===== src/design/fiap_map.svh =====
`ifndef FIAP_MAP_SVH
`define FIAP_MAP_SVH

// Register byte offsets on the Avalon slave
`define FIAP_OFF_CTRL        6'h00
`define FIAP_OFF_ADDR_LOWER  6'h04
`define FIAP_OFF_ADDR_UPPER  6'h08
`define FIAP_OFF_DATA0_LO    6'h0C
`define FIAP_OFF_DATA1_LO    6'h14
`define FIAP_OFF_DATA3_HI    6'h28
`define FIAP_OFF_IRQ_STATUS  6'h2C
`define FIAP_OFF_IRQ_MASK    6'h30
`define FIAP_DATA_STRIDE     6'h08
`define FIAP_HALF_STRIDE     6'h04

// Control register field positions
`define FIAP_CTRL_UNLOCKED   7
`define FIAP_CTRL_OP_HI      6
`define FIAP_CTRL_OP_LO      4
`define FIAP_CTRL_ARM        3
`define FIAP_CTRL_WRITE_GO   2
`define FIAP_CTRL_READ_EN    1
`define FIAP_CTRL_READ_GO    0

// Reset values
`define FIAP_OP_RESET        3'h7
`define FIAP_BYTE_RESET      8'h00
`define FIAP_IRQ_RESET       4'h0

// Interrupt status bit positions
`define FIAP_IRQ_UNLOCK_OK   0
`define FIAP_IRQ_UNLOCK_FAIL 1
`define FIAP_IRQ_OP_DONE     2
`define FIAP_IRQ_OP_REFUSED  3

// Unlock key bytes in write order
`define FIAP_KEY0            8'h00
`define FIAP_KEY1            8'h04
`define FIAP_KEY2            8'h0D
`define FIAP_KEY3            8'h09
`define FIAP_KEY4            8'hC3
`define FIAP_KEY5            8'h40
`define FIAP_KEY_LAST        3'h5

// Unlock window, counted in slow RC oscillator ticks (longest time rounds down)
`define FIAP_UNLOCK_TIMEOUT_US 300
`define FIAP_SLOW_RC_KHZ       32
`define FIAP_UNLOCK_TICKS      ((`FIAP_UNLOCK_TIMEOUT_US * `FIAP_SLOW_RC_KHZ) / 1000)

// Erase granularity per variant
`define FIAP_VAR_BLOCK256    2'h0
`define FIAP_VAR_PAGE32      2'h1
`define FIAP_VAR_PAGE64      2'h2
`define FIAP_UPPER_MASK_B256 7'h0F
`define FIAP_UPPER_MASK_P32  7'h1F
`define FIAP_UPPER_MASK_P64  7'h3F

`endif


===== src/design/fiap_pkg.sv =====
package fiap_pkg;

	// Flash operation select codes
	typedef enum logic [2:0] {
		FIAP_OP_WRITE  = 3'b000,
		FIAP_OP_ERASE  = 3'b001,
		FIAP_OP_READ   = 3'b011,
		FIAP_OP_UNLOCK = 3'b110
	} fiap_op_t;

	// Sequencer states
	typedef enum logic [1:0] {
		FIAP_ST_IDLE  = 2'b00,
		FIAP_ST_ARMED = 2'b01,
		FIAP_ST_FLASH = 2'b10
	} fiap_state_t;

	// Command to the flash array
	typedef struct packed {
		logic [2:0]  op;
		logic [14:0] addr;
		logic [15:0] wdata;
	} fiap_flash_cmd_t;

	// Interrupt events
	typedef struct packed {
		logic op_refused;
		logic op_done;
		logic unlock_fail;
		logic unlock_ok;
	} fiap_irq_t;

endpackage


===== src/design/fiap_ctrl.sv =====
// Design decisions made here: the Avalon-MM register port and the register offsets.
`timescale 1ns/1ps
`include "fiap_map.svh"


module fiap_ctrl
	import fiap_pkg::*;
#(
	parameter logic [1:0] VARIANT = `FIAP_VAR_BLOCK256 // Erase granularity
) (
	input  wire logic                  core_clk,        // System clock
	input  wire logic                  rstn,            // Async reset, active low
	input  wire logic [5:0]            avs_address,     // Byte address
	input  wire logic                  avs_read,        // Read request
	input  wire logic                  avs_write,       // Write request
	input  wire logic [31:0]           avs_writedata,   // Write data
	input  wire logic [3:0]            avs_byteenable,  // Byte lanes
	output logic [31:0]                avs_readdata,    // Read data
	output logic                       avs_waitrequest, // Stall
	input  wire logic                  slow_rc_osc,     // Slow RC oscillator
	output logic                       flash_req,       // Flash op pending
	output fiap_flash_cmd_t            flash_cmd,       // Flash op command
	input  wire logic                  flash_done,      // Flash op finished
	input  wire logic [15:0]           flash_rdata,     // Flash read data
	output logic                       cpu_halt,        // Processor stall
	output logic                       irq              // Interrupt level
);

	fiap_state_t state;          // Sequencer state
	logic        ack;            // Bus answer phase
	logic        unlocked;       // Write-unlocked flag
	logic [2:0]  op_sel;         // Flash operation select
	logic        write_go;       // Write/erase initiate
	logic        read_go;        // Read initiate
	logic        read_enable;    // Read enable
	logic [7:0]  addr_lower;     // Low address byte
	logic [6:0]  addr_upper;     // Upper address bits
	logic [7:0]  data_lo [4];    // Data word low bytes
	logic [7:0]  data_hi [4];    // Data word high bytes
	logic [2:0]  key_idx;        // Next key position
	fiap_irq_t   irq_status;     // Sticky events
	fiap_irq_t   irq_mask;       // Event enables
	logic [6:0]  upper_mask;     // Implemented upper bits
	logic [31:0] next_readdata;  // Read mux
	logic        wr_fire;        // Write takes effect
	logic        rd_fire;        // Read completes
	logic        arm_req;        // Unlock sequence start
	logic        key_wr;         // Data write while armed
	logic        key_match;      // Byte matches key
	logic        key_good;       // Right byte, right slot
	logic        expired;        // Unlock window over
	logic        unlock_fail;    // Attempt failed
	logic        unlock_ok;      // Attempt succeeded
	logic        op_modify;      // Write or erase selected
	logic        issue_ok;       // Flash op accepted
	logic        refuse;         // Flash op refused
	logic        done;           // Flash op complete
	logic [14:0] erase_addr;     // Block or page base
	fiap_irq_t   events;         // This cycle's events

	// Upper address bits kept for this variant
	assign upper_mask = (VARIANT == `FIAP_VAR_BLOCK256) ? `FIAP_UPPER_MASK_B256 :
		(VARIANT == `FIAP_VAR_PAGE32) ? `FIAP_UPPER_MASK_P32 : `FIAP_UPPER_MASK_P64;

	////////////////////////////////////////////////////////////////
	// Avalon handshake: one wait cycle, then answer
	assign avs_waitrequest = (avs_read || avs_write) && !ack;
	// Every register sits in byte lane 0
	assign wr_fire         = avs_write && ack && avs_byteenable[0];
	assign rd_fire         = avs_read && ack;

	// Answer phase and registered read data
	always_ff @(posedge core_clk or negedge rstn) begin
		if (!rstn) begin
			ack          <= 1'b0;
			avs_readdata <= 32'h0000_0000;
		end else begin
			ack <= (avs_read || avs_write) && !ack;
			if (avs_read && !ack) begin
				avs_readdata <= next_readdata; // Stands at the accepting edge
			end
		end
	end

	// Read mux, unmapped reads as zero
	always_comb begin
		next_readdata = 32'h0000_0000;
		unique case (avs_address)
			`FIAP_OFF_CTRL:       next_readdata[7:0] = {unlocked, op_sel, state == FIAP_ST_ARMED,
				write_go, read_enable, read_go};
			`FIAP_OFF_ADDR_LOWER: next_readdata[7:0] = addr_lower;
			`FIAP_OFF_ADDR_UPPER: next_readdata[6:0] = addr_upper & upper_mask;
			`FIAP_OFF_IRQ_STATUS: next_readdata[3:0] = irq_status;
			`FIAP_OFF_IRQ_MASK:   next_readdata[3:0] = irq_mask;
			default: begin
				// Data words decoded by their stride
				for (int i = 0; i < 4; i++) begin
					if (avs_address == 6'(`FIAP_OFF_DATA0_LO + i * `FIAP_DATA_STRIDE)) begin
						next_readdata[7:0] = data_lo[i];
					end
					if (avs_address == 6'(`FIAP_OFF_DATA0_LO + i * `FIAP_DATA_STRIDE + `FIAP_HALF_STRIDE)) begin
						next_readdata[7:0] = data_hi[i];
					end
				end
			end
		endcase
	end

	////////////////////////////////////////////////////////////////
	// Unlock sequence decode
	// start on unlock code with arm set
	// both fields taken from one write
	assign arm_req = wr_fire && (avs_address == `FIAP_OFF_CTRL) && (state == FIAP_ST_IDLE)
		&& (avs_writedata[`FIAP_CTRL_OP_HI:`FIAP_CTRL_OP_LO] == FIAP_OP_UNLOCK)
		&& avs_writedata[`FIAP_CTRL_ARM];
	assign key_wr  = wr_fire && (state == FIAP_ST_ARMED)
		&& (avs_address >= `FIAP_OFF_DATA1_LO) && (avs_address <= `FIAP_OFF_DATA3_HI);
	// key slot order word1 low up to word3 high
	assign key_good = key_match && (avs_address == 6'(`FIAP_OFF_DATA1_LO + {key_idx, 2'b00}));

	// byte compared as it is written
	fiap_key_check u_key_check (
		.idx   (key_idx),
		.data  (avs_writedata[7:0]),
		.match (key_match)
	);

	fiap_timeout u_timeout (
		.core_clk    (core_clk),
		.rstn        (rstn),
		.run         (state == FIAP_ST_ARMED),
		.slow_rc_osc (slow_rc_osc),
		.expired     (expired)
	);

	assign unlock_fail = (state == FIAP_ST_ARMED) && (expired || (key_wr && !key_good));
	// last good byte before overflow unlocks
	assign unlock_ok   = (state == FIAP_ST_ARMED) && !expired && key_wr && key_good
		&& (key_idx == `FIAP_KEY_LAST);

	////////////////////////////////////////////////////////////////
	// Flash operation decode
	// write and erase modify, read reads
	assign op_modify = (op_sel == FIAP_OP_WRITE) || (op_sel == FIAP_OP_ERASE);
	assign issue_ok  = (state == FIAP_ST_IDLE) && ((write_go && unlocked && op_modify)
		|| (read_go && read_enable && (op_sel == FIAP_OP_READ)));
	// Refused go bits drop with no array request
	assign refuse    = (state != FIAP_ST_FLASH) && (write_go || read_go) && !issue_ok;
	// Completion only counts while an op is pending
	assign done      = (state == FIAP_ST_FLASH) && flash_done;

	// block chosen by upper bits only
	// page adds low bits 7..5 or 7..6
	always_comb begin
		unique case (VARIANT)
			`FIAP_VAR_PAGE32: erase_addr = {addr_upper & upper_mask, addr_lower[7:5], 5'h00};
			`FIAP_VAR_PAGE64: erase_addr = {addr_upper & upper_mask, addr_lower[7:6], 6'h00};
			default:          erase_addr = {addr_upper & upper_mask, 8'h00};
		endcase
	end

	////////////////////////////////////////////////////////////////
	// Sequencer state and key position
	always_ff @(posedge core_clk or negedge rstn) begin
		if (!rstn) begin
			state   <= FIAP_ST_IDLE;
			key_idx <= 3'h0;
		end else begin
			unique case (state)
				FIAP_ST_IDLE: begin
					// Key position restarts for every attempt
					key_idx <= 3'h0;
					if (arm_req) begin
						state <= FIAP_ST_ARMED;
					end else if (issue_ok) begin
						state <= FIAP_ST_FLASH;
					end
				end
				FIAP_ST_ARMED: begin
					if (unlock_fail || unlock_ok) begin
						state <= FIAP_ST_IDLE;
					end else if (key_wr) begin
						key_idx <= key_idx + 3'h1;
					end
				end
				FIAP_ST_FLASH: begin
					// Array finish returns to idle
					if (flash_done) begin
						state <= FIAP_ST_IDLE;
					end
				end
				// Unused state code recovers to idle
				default: state <= FIAP_ST_IDLE;
			endcase
		end
	end

	////////////////////////////////////////////////////////////////
	// Control register bits
	always_ff @(posedge core_clk or negedge rstn) begin
		if (!rstn) begin
			unlocked    <= 1'b0;
			op_sel      <= `FIAP_OP_RESET;
			write_go    <= 1'b0;
			read_go     <= 1'b0;
			read_enable <= 1'b0;
		end else begin
			if (wr_fire && (avs_address == `FIAP_OFF_CTRL)) begin
				// only a zero write touches the flag
				if (!avs_writedata[`FIAP_CTRL_UNLOCKED]) begin
					unlocked <= 1'b0;
				end
				op_sel      <= avs_writedata[`FIAP_CTRL_OP_HI:`FIAP_CTRL_OP_LO];
				read_enable <= avs_writedata[`FIAP_CTRL_READ_EN];
				if (avs_writedata[`FIAP_CTRL_WRITE_GO]) begin
					write_go <= 1'b1;
				end
				if (avs_writedata[`FIAP_CTRL_READ_GO]) begin
					read_go <= 1'b1;
				end
			end
			// success sets the flag, winning over a clear
			if (unlock_ok) begin
				unlocked <= 1'b1;
			end
			// hardware clears go bits at the end
			if (done || refuse) begin
				write_go <= 1'b0;
				read_go  <= 1'b0;
			end
		end
	end

	// processor stalled while a go bit stands
	assign cpu_halt = write_go || read_go;

	////////////////////////////////////////////////////////////////
	// Address and data word registers
	// four words, zero from reset
	always_ff @(posedge core_clk or negedge rstn) begin
		if (!rstn) begin
			addr_lower <= `FIAP_BYTE_RESET;
			addr_upper <= 7'h00;
			for (int i = 0; i < 4; i++) begin
				data_lo[i] <= `FIAP_BYTE_RESET;
				data_hi[i] <= `FIAP_BYTE_RESET;
			end
		end else begin
			if (wr_fire && (avs_address == `FIAP_OFF_ADDR_LOWER)) begin
				addr_lower <= avs_writedata[7:0];
			end
			if (wr_fire && (avs_address == `FIAP_OFF_ADDR_UPPER)) begin
				addr_upper <= avs_writedata[6:0] & upper_mask;
			end
			for (int i = 0; i < 4; i++) begin
				if (wr_fire && (avs_address == 6'(`FIAP_OFF_DATA0_LO + i * `FIAP_DATA_STRIDE))) begin
					data_lo[i] <= avs_writedata[7:0];
				end
				if (wr_fire && (avs_address == 6'(`FIAP_OFF_DATA0_LO + i * `FIAP_DATA_STRIDE
					+ `FIAP_HALF_STRIDE))) begin
					data_hi[i] <= avs_writedata[7:0];
				end
			end
			// Read result lands in word 0
			if (done && (flash_cmd.op == FIAP_OP_READ)) begin
				data_lo[0] <= flash_rdata[7:0];
				data_hi[0] <= flash_rdata[15:8];
			end
		end
	end

	////////////////////////////////////////////////////////////////
	// Flash command capture
	always_ff @(posedge core_clk or negedge rstn) begin
		if (!rstn) begin
			flash_req <= 1'b0;
			flash_cmd <= '0;
		end else begin
			if (issue_ok) begin
				flash_req       <= 1'b1;
				flash_cmd.op    <= op_sel;
				flash_cmd.wdata <= {data_hi[0], data_lo[0]};
				// erase takes block or page base
				flash_cmd.addr  <= (op_sel == FIAP_OP_ERASE) ? erase_addr
					: {addr_upper & upper_mask, addr_lower};
			end else if (done) begin
				flash_req <= 1'b0;
			end
		end
	end

	////////////////////////////////////////////////////////////////
	// Interrupt status, set wins over read-clear
	// Events packed in status bit order
	assign events = '{op_refused: refuse, op_done: done, unlock_fail: unlock_fail, unlock_ok: unlock_ok};

	always_ff @(posedge core_clk or negedge rstn) begin
		if (!rstn) begin
			irq_status <= `FIAP_IRQ_RESET;
			irq_mask   <= `FIAP_IRQ_RESET;
		end else begin
			// Events of the clearing cycle survive the read
			if (rd_fire && (avs_address == `FIAP_OFF_IRQ_STATUS)) begin
				irq_status <= events;
			end else begin
				irq_status <= irq_status | events;
			end
			if (wr_fire && (avs_address == `FIAP_OFF_IRQ_MASK)) begin
				irq_mask <= avs_writedata[3:0];
			end
		end
	end

	// Level interrupt from unmasked sticky bits
	assign irq = |(irq_status & irq_mask);

endmodule


===== src/design/fiap_key_check.sv =====
`timescale 1ns/1ps
`include "fiap_map.svh"

module fiap_key_check
	import fiap_pkg::*;
(
	input  wire logic [2:0] idx,   // Position in the key
	input  wire logic [7:0] data,  // Byte written by software
	output logic            match  // Byte equals expected key byte
);

	logic [7:0] expect_byte; // Key byte for this position

	////////////////////////////////////////////////////////////////
	// Expected key byte lookup
	always_comb begin
		unique case (idx)
			3'h0: expect_byte = `FIAP_KEY0;
			3'h1: expect_byte = `FIAP_KEY1;
			3'h2: expect_byte = `FIAP_KEY2;
			3'h3: expect_byte = `FIAP_KEY3;
			3'h4: expect_byte = `FIAP_KEY4;
			3'h5: expect_byte = `FIAP_KEY5;
			default: expect_byte = 8'hFF; // Positions past the key never match
		endcase
	end

	assign match = (idx <= `FIAP_KEY_LAST) && (data == expect_byte);

endmodule


===== src/design/fiap_timeout.sv =====
`timescale 1ns/1ps
`include "fiap_map.svh"

module fiap_timeout
	import fiap_pkg::*;
(
	input  wire logic core_clk,    // System clock
	input  wire logic rstn,        // Async reset, active low
	input  wire logic run,         // Window open while high
	input  wire logic slow_rc_osc, // Slow RC oscillator level
	output logic      expired      // Window overflowed
);

	logic       rc_prev; // Last oscillator level
	logic [7:0] ticks;   // Oscillator edges seen

	////////////////////////////////////////////////////////////////
	// Count slow oscillator rising edges while the window is open
	always_ff @(posedge core_clk or negedge rstn) begin
		if (!rstn) begin
			rc_prev <= 1'b0;
			ticks   <= 8'h00;
		end else begin
			rc_prev <= slow_rc_osc;
			if (!run) begin
				ticks <= 8'h00;             // Idle window restarts
			end else if (slow_rc_osc && !rc_prev && !expired) begin
				ticks <= ticks + 8'h01;     // One oscillator tick
			end
		end
	end

	// Overflow once the full tick count is reached
	assign expired = run && (ticks >= 8'(`FIAP_UNLOCK_TICKS));

endmodule


===== config.mk =====
export PLATFORM = sky130hd
export DESIGN_NAME = fiap_ctrl
export DESIGN_NICKNAME = d
export VERILOG_FILES = /design/src/design/fiap_pkg.sv /design/src/design/fiap_ctrl.sv /design/src/design/fiap_key_check.sv /design/src/design/fiap_timeout.sv
export VERILOG_INCLUDE_DIRS = /design/src /design/src/design
export SDC_FILE = /design/constraint.sdc
export NUM_CORES = 1
export LEC_CHECK = 0
export CORE_ASPECT_RATIO = 1.5
export CORE_MARGIN = 2
export CORE_UTILIZATION = 49
export CTS_BUF_LIST = sky130_fd_sc_hd__clkbuf_4
export CTS_CLUSTER_SIZE = 14
export DETAILED_ROUTE_END_ITERATION = 8
export DONT_BUFFER_PORTS = 1
export HOLD_SLACK_MARGIN = 0.1
export SLEW_MARGIN = 10
export SYNTH_ARGS = -nofsm -noshare
export SYNTH_HDL_FRONTEND = slang
export SYNTH_SLANG_ARGS = --single-unit

===== constraint.sdc =====
create_clock -name core_clk -period 3.6 [get_ports core_clk]
set_input_delay 0.18 -clock core_clk [delete_from_list [all_inputs] [get_ports core_clk]]
set_output_delay 0.18 -clock core_clk [all_outputs]
set_load 0.02 [all_outputs]

# Yosys cells after proc, flatten, opt, wreduce, memory -nomap -nowiden
# Index checks and enable logic that the tools add are counted.
# word_totals
ff_bits,146
latchBits,0
mem_bits_rw,0
mem_bits_ro,0
inputBits,64
out_inout_bits,70
wordCells,189
mem_count,0
# classes
add_sub_neg,3
multipliers,0
div_mod_pow,0
order_cmp,4
n_eq_ne,33
n_shift,0
muxes,39
n_bitwise,2
n_reduce_logical,75
# ops
cell,count
8-bit two-way mux,15
8-bit one-hot mux with 6 select lines,1
1-bit logical AND,44
"6-bit == test, second input constant",5
"6-bit by 5-bit == test with 1-bit output, second input constant",4
4-bit one-hot mux with 5 select lines,1
2-bit nonzero test,8
"3-bit by 2-bit == test with 1-bit output, second input constant",4
"6-bit by 4-bit == test with 1-bit output, second input constant",2
"2-bit != test, second input constant",6
1-bit two-way mux,11
"3-bit == test, second input constant",3
3-bit one-hot mux with 3 select lines,1
"8-bit by 1-bit adder with 8-bit output, second input constant",1
8-bit == test,1
"8-bit by 4-bit >= comparator with 1-bit output, second input constant",1
2-bit two-way mux,4
1-bit logical OR,7
"5-bit by 5-bit adder with 6-bit output, first input constant",1
"3-bit by 1-bit == test with 1-bit output, second input constant",2
"6-bit by 3-bit == test with 1-bit output, second input constant",1
6-bit == test,1
"6-bit by 5-bit >= comparator with 1-bit output, second input constant",1
"6-bit less-or-equal comparator, second input constant",1
21 further kinds,30

# Longest topological paths before layout
# logic_depth
word_depth,12
ltp_mapped,10
mapped_depth_nobuf,8

# By module
# A second synthesis with hierarchy kept.
# hier_totals
cells_unflattened,723
hier_area_um2,7482.2
# modules_own_cells
mod,n_inst,cells_each,area_per_inst_um2,seq_area_each_um2
fiap_ctrl,1,665,6874.1,3432.0
fiap_timeout,1,39,456.7,225.2
fiap_key_check,1,19,151.4,0.0

# Least setup slack after synthesis
# No wires, ideal clock.
# synth_timing
path_kind,flip-flop to flip-flop
from,reg key_idx[2]
to,reg key_idx[0]
setup_time_ns,0.124
arrival_time_ns,2.455
t_required_ns,3.476
slack_ns,1.021
path_stages_with_launch,11
n_path_buf,2
synth_period_minus_slack_ns,2.579
cell_sequence,dfrtp_1 > buf_6 > clkbuf_1 > inv_1 > ha_1 > nor2_1 > mux2_2 > o211ai_1 > nand4_1 > o311a_1 > a211o_1
# synth_via
elab_chain_len,12
elab_cells_between_ends,22
classes_between,add/sub: 1; order compare: 1; eq/ne: 8; mux: 1; reduce/logical: 11
# synth_rtl
element,line,text
start: declaration,fiap_ctrl.sv:40,logic [2:0] key_idx;
start signal: assignment,fiap_ctrl.sv:183,key_idx <= key_idx + 3'h1;
"3-bit == test, or another cell as far along",fiap_key_check.sv:17,unique case (idx)
8-bit one-hot mux with 6 select lines,fiap_key_check.sv:17,
8-bit == test,fiap_key_check.sv:28,assign match = (idx <= `FIAP_KEY_LAST) && (data == expect_byte);
1-bit logical AND,fiap_key_check.sv:28,
1-bit logical AND,fiap_ctrl.sv:119,"assign key_good = key_match && (avs_address == 6'(`FIAP_OFF_DATA1_LO + {key_idx, 2'b00}));"
1-bit zero test,fiap_ctrl.sv:136,assign unlock_fail = (state == FIAP_ST_ARMED) && (expired || (key_wr && !key_good));
1-bit logical AND,fiap_ctrl.sv:136,
1-bit logical OR,fiap_ctrl.sv:136,
1-bit logical AND,fiap_ctrl.sv:136,
1-bit logical OR (*),fiap_ctrl.sv:180,if (unlock_fail || unlock_ok) begin
2-bit != test (no source line) (*),-,
3-bit AND reduction (no source line) (*),-,
# Mark *: on every way between the ends. The rest lies on a longest branch, timed or not.
# A chain may end at the register's enable or synchronous reset.

# Worst setup path in the final report
# layout_timing
from,in avs_address[3]
to,reg op_sel[0]
# layout_via
elab_chain_len,2
# layout_rtl
element,line,text
start: declaration,fiap_ctrl.sv:13,"input wire logic [5:0] avs_address,"
6-bit zero test,-,
1-bit logical AND,fiap_ctrl.sv:208,if (wr_fire && (avs_address == `FIAP_OFF_CTRL)) begin
end signal: assignment,fiap_ctrl.sv:203,op_sel <= `FIAP_OP_RESET;
end signal: assignment,fiap_ctrl.sv:213,op_sel <= avs_writedata[`FIAP_CTRL_OP_HI:`FIAP_CTRL_OP_LO];
end: declaration,fiap_ctrl.sv:32,logic [2:0] op_sel;
# Every way passes these cells.

==> results.json <==
{
  "drc": 0,
  "finalClockSkew_ns": 0.02088,
  "crit_fanout": 23,
  "synth-main-ff-cell": "dfrtp_1",
  "maxCapViolCount": 0,
  "ys_async_sr_fraction_pct": 100.0,
  "yosys.area.top_type": "dfrtp_1",
  "rows": 55,
  "nNetsFinal": 874,
  "cts-root-buf": "clkbuf_4",
  "overflow": 0,
  "cp.arrival_ns": 3.69,
  "endpoint_kind": "flop",
  "routed_via_density": 5.808,
  "r2r_start": "ack",
  "final_common_cell": "nand2_1",
  "p_per_area_nw_per_um2": 384.4,
  "initial_core_util_pct": 50.36,
  "wl_per_cell_microns": 20.49,
  "drive_gt1_share_pct": 14.37,
  "synth_edf_count": 0,
  "cts-buffers-inserted": 17,
  "vias": 5889,
  "clk-insertion-delay-late_ns": 0.55,
  "layout-area-overhead-vs-synth_pct": 11.08,
  "drt_pass1_iterations": 5,
  "antenna_found_initial": 1,
  "setup_viol": 0,
  "cp-startpoint": "avs_address[3]",
  "ys_seq_elements": 146,
  "worstReg2RegEnd": "op_sel[0]",
  "drt-total-wl_microns": 20780,
  "worst_pin_slew_ns": 0.9785,
  "pre_cts_slack_ns": 0.7604,
  "num_io_pins": 134,
  "netlist_area_sq_um": 7624,
  "cts_setup_buffers": 0,
  "cts.sinks": 146,
  "fp.dieArea_sq_um": 16590,
  "critPathLaunchType": "input pin",
  "cts_tree": "done",
  "die_y_microns": 156.8,
  "place.gp.congestion": 0.8790,
  "clk_pin_slew_ns": 0.12,
  "grt_max_degree": 147,
  "dp_hpwl_microns": 13740,
  "grt_pass1_vias": 5939,
  "fin_crit_ns": 3.199,
  "p_total_mw": 3.255,
  "die_x_microns": 105.8,
  "vdd_drop_max_v": 0.0002030,
  "clk_path_buf_depth": 2,
  "required_ns": 4.09,
  "finalCritPeriodShare_pct": 88.87,
  "drtAntennaViolNets": 0,
  "worstSetupPathType": "input pin to flop",
  "p_leak_nw": 3.921,
  "fin_ws_ns": 0.4006,
  "synth_area_leaders": "dfrtp_1, mux2_2, nand2_1",
  "synth_top_area_share_pct": 46.94,
  "cts_resized": 0,
  "syn_inst": 772,
  "outcome": "finished, final reports clean",
  "holdCritPathClass": "input pin to flop",
  "hold_viol_final": 0,
  "rrSetupSlack_ns": 0.48,
  "grt_setup_unrepaired": "no",
  "ys_warn_count": 0,
  "relSlewSlack_pct": 34.77,
  "max_clock_freq_mhz": 312.6,
  "yosysSeqAreaShare_pct": 47.97,
  "h-tree-depth": 4,
  "drtIter0Drc": 519,
  "coreArea_sq_um": 15140,
  "setup-tns-final_ns": 0,
  "final_cell_mix": "nand2_1, dfrtp_1, mux2_2, dlygate4sd3_1, nor2_1",
  "r2r_cells": 6,
  "grt_pass1_wl_microns": 32820,
  "slew_viol_final": 0,
  "ys_types": 70,
  "grt_use_total_pct": 25.85,
  "critPathCapture": "op_sel[0]",
  "numPortBuffers": 0,
  "synth_area_per_cell_sq_um": 9.875
}
==> Yosys cell counts (all sizes together) (2+ instances only) <==
cell / number
nand3b: 5
a2111oi: 2
mux2: 65
a31oi: 2
and2: 7
dfrtp: 143
nand4: 8
ha: 8
a311oi: 2
a21boi: 2
or3: 5
xnor2: 4
a221o: 4
a21o: 5
nand2b: 10
a22oi: 18
o21ba: 2
and3b: 2
nand2: 149
mux2i: 32
nor2b: 10
o21ai: 37
a211o: 2
or2: 2
o211ai: 3
nand4b: 3
dfstp: 3
nor3: 17
xor2: 3
nor2: 47
a211oi: 6
buf: 47
nand3: 16
a22o: 2
a21oi: 32
o22ai: 9
clkbuf: 22
o31ai: 3
inv: 11
and3: 4
==> flip-flops by register name, indices dropped and copies added, names as in the netlist <==
register	cells
irq_status	4
addr_lower	8
data_lo	32
avs_readdata	8
write_go	1
u_timeout.ticks	8
irq_mask	4
key_idx	3
data_hi	32
flash_req	1
addr_upper	4
flash_cmd	31
u_timeout.rc_prev	1
state	2
read_enable	1
unlocked	1
read_go	1
ack	1
op_sel	3
==> how the worst min path moves through the flow <==
stage / from / cells past startpoint / endpoint / slack (ns)
final: avs_address[4] / 4 / avs_readdata[6] / 0.13
after global routing: avs_writedata[3] / 4 / key_idx[1] / 0.13
after CTS: avs_writedata[3] / 5 / state[0] / 0.10
after detailed placement: rstn / 0 / flash_cmd[10] / -0.11
after global placement: rstn / 0 / flash_cmd[6] / -0.11
after floorplan: rstn / 0 / ack / -0.12
==> metal layers <==
metal / global-route usage, % / up-vias / share of wire (%)
met5: 0 / - / 0
met4: 10.40 / 0 / 2.9
met3: 6.997 / 41 / 7.4
met2: 42.24 / 244 / 48
met1: 32.55 / 2889 / 42
li1: - / 2715 / -
==> metrics by stage <==
stage	hold WS (ns)	instances	utilization (%)	instance area (sq um)
final	0.1270	1014	55.93	8468
after global routing	0.1286	1014	55.93	8468
after CTS	0.1005	1013	55.92	8466
after detailed placement	-0.1109	931	50.26	7609
after global placement	-0.1117	931	50.26	7609
after floorplan	-0.1156	798	-	7721
==> where the power goes <==
group / leakage [nW] / switching [mW] / internal, mW / total, mW
clock network: 0.165 / 0.643 / 0.560 / 1.20
registers: 2.00 / 0.0554 / 1.70 / 1.76
logic: 1.76 / 0.182 / 0.114 / 0.297
total: 3.92 / 0.881 / 2.37 / 3.26
==> area by class of cell <==
class	count	area (sq um)
Timing Repair Buffer	54	550.5
Multi-Input combinational cell	571	3635
Fill cell	1316	6671
Inverter	12	45.04
Clock buffer	17	127.6
Clock inverter	14	201.4
Sequential cell	146	3657
Tap cell	199	249.0
Antenna cell	1	2.502
==> critical path, stage by stage <==
cell and delay [ns]:
dlygate4sd3_1 0.68, or2_2 0.38, dlygate4sd3_1 0.61, nor3_2 0.50, nand2_1 0.12, dlygate4sd3_1 0.61
nand2_1 0.07, dlygate4sd3_1 0.54
==> kinds of logic (layout without fill, tap and decap cells) <==
| logic type | Yosys count | after routing | synth area share, % |
|---|---|---|---|
| flip-flops | 146 | 146 | 47.97 |
| AO/OA/AOI/OAI | 140 | 140 | 12.10 |
| XOR/XNOR | 7 | 7 | 0.8042 |
| buffers and inverters | 81 | 97 | 5.875 |
| AND/OR/NAND/NOR | 292 | 292 | 18.09 |
| adder cells (fa/ha/maj) | 8 | 8 | 1.313 |
| multiplexers | 97 | 97 | 13.80 |
| other | 1 | 28 | 0.04919 |
==> repair_timing <==
action                                  4_1_cts  5_1_grt
endpoints found under the setup margin        0        0
hold buffers                                 51        0
hold endpoints to repair                    252        0
No activity file was read; power rests on OpenSTA's default activity.
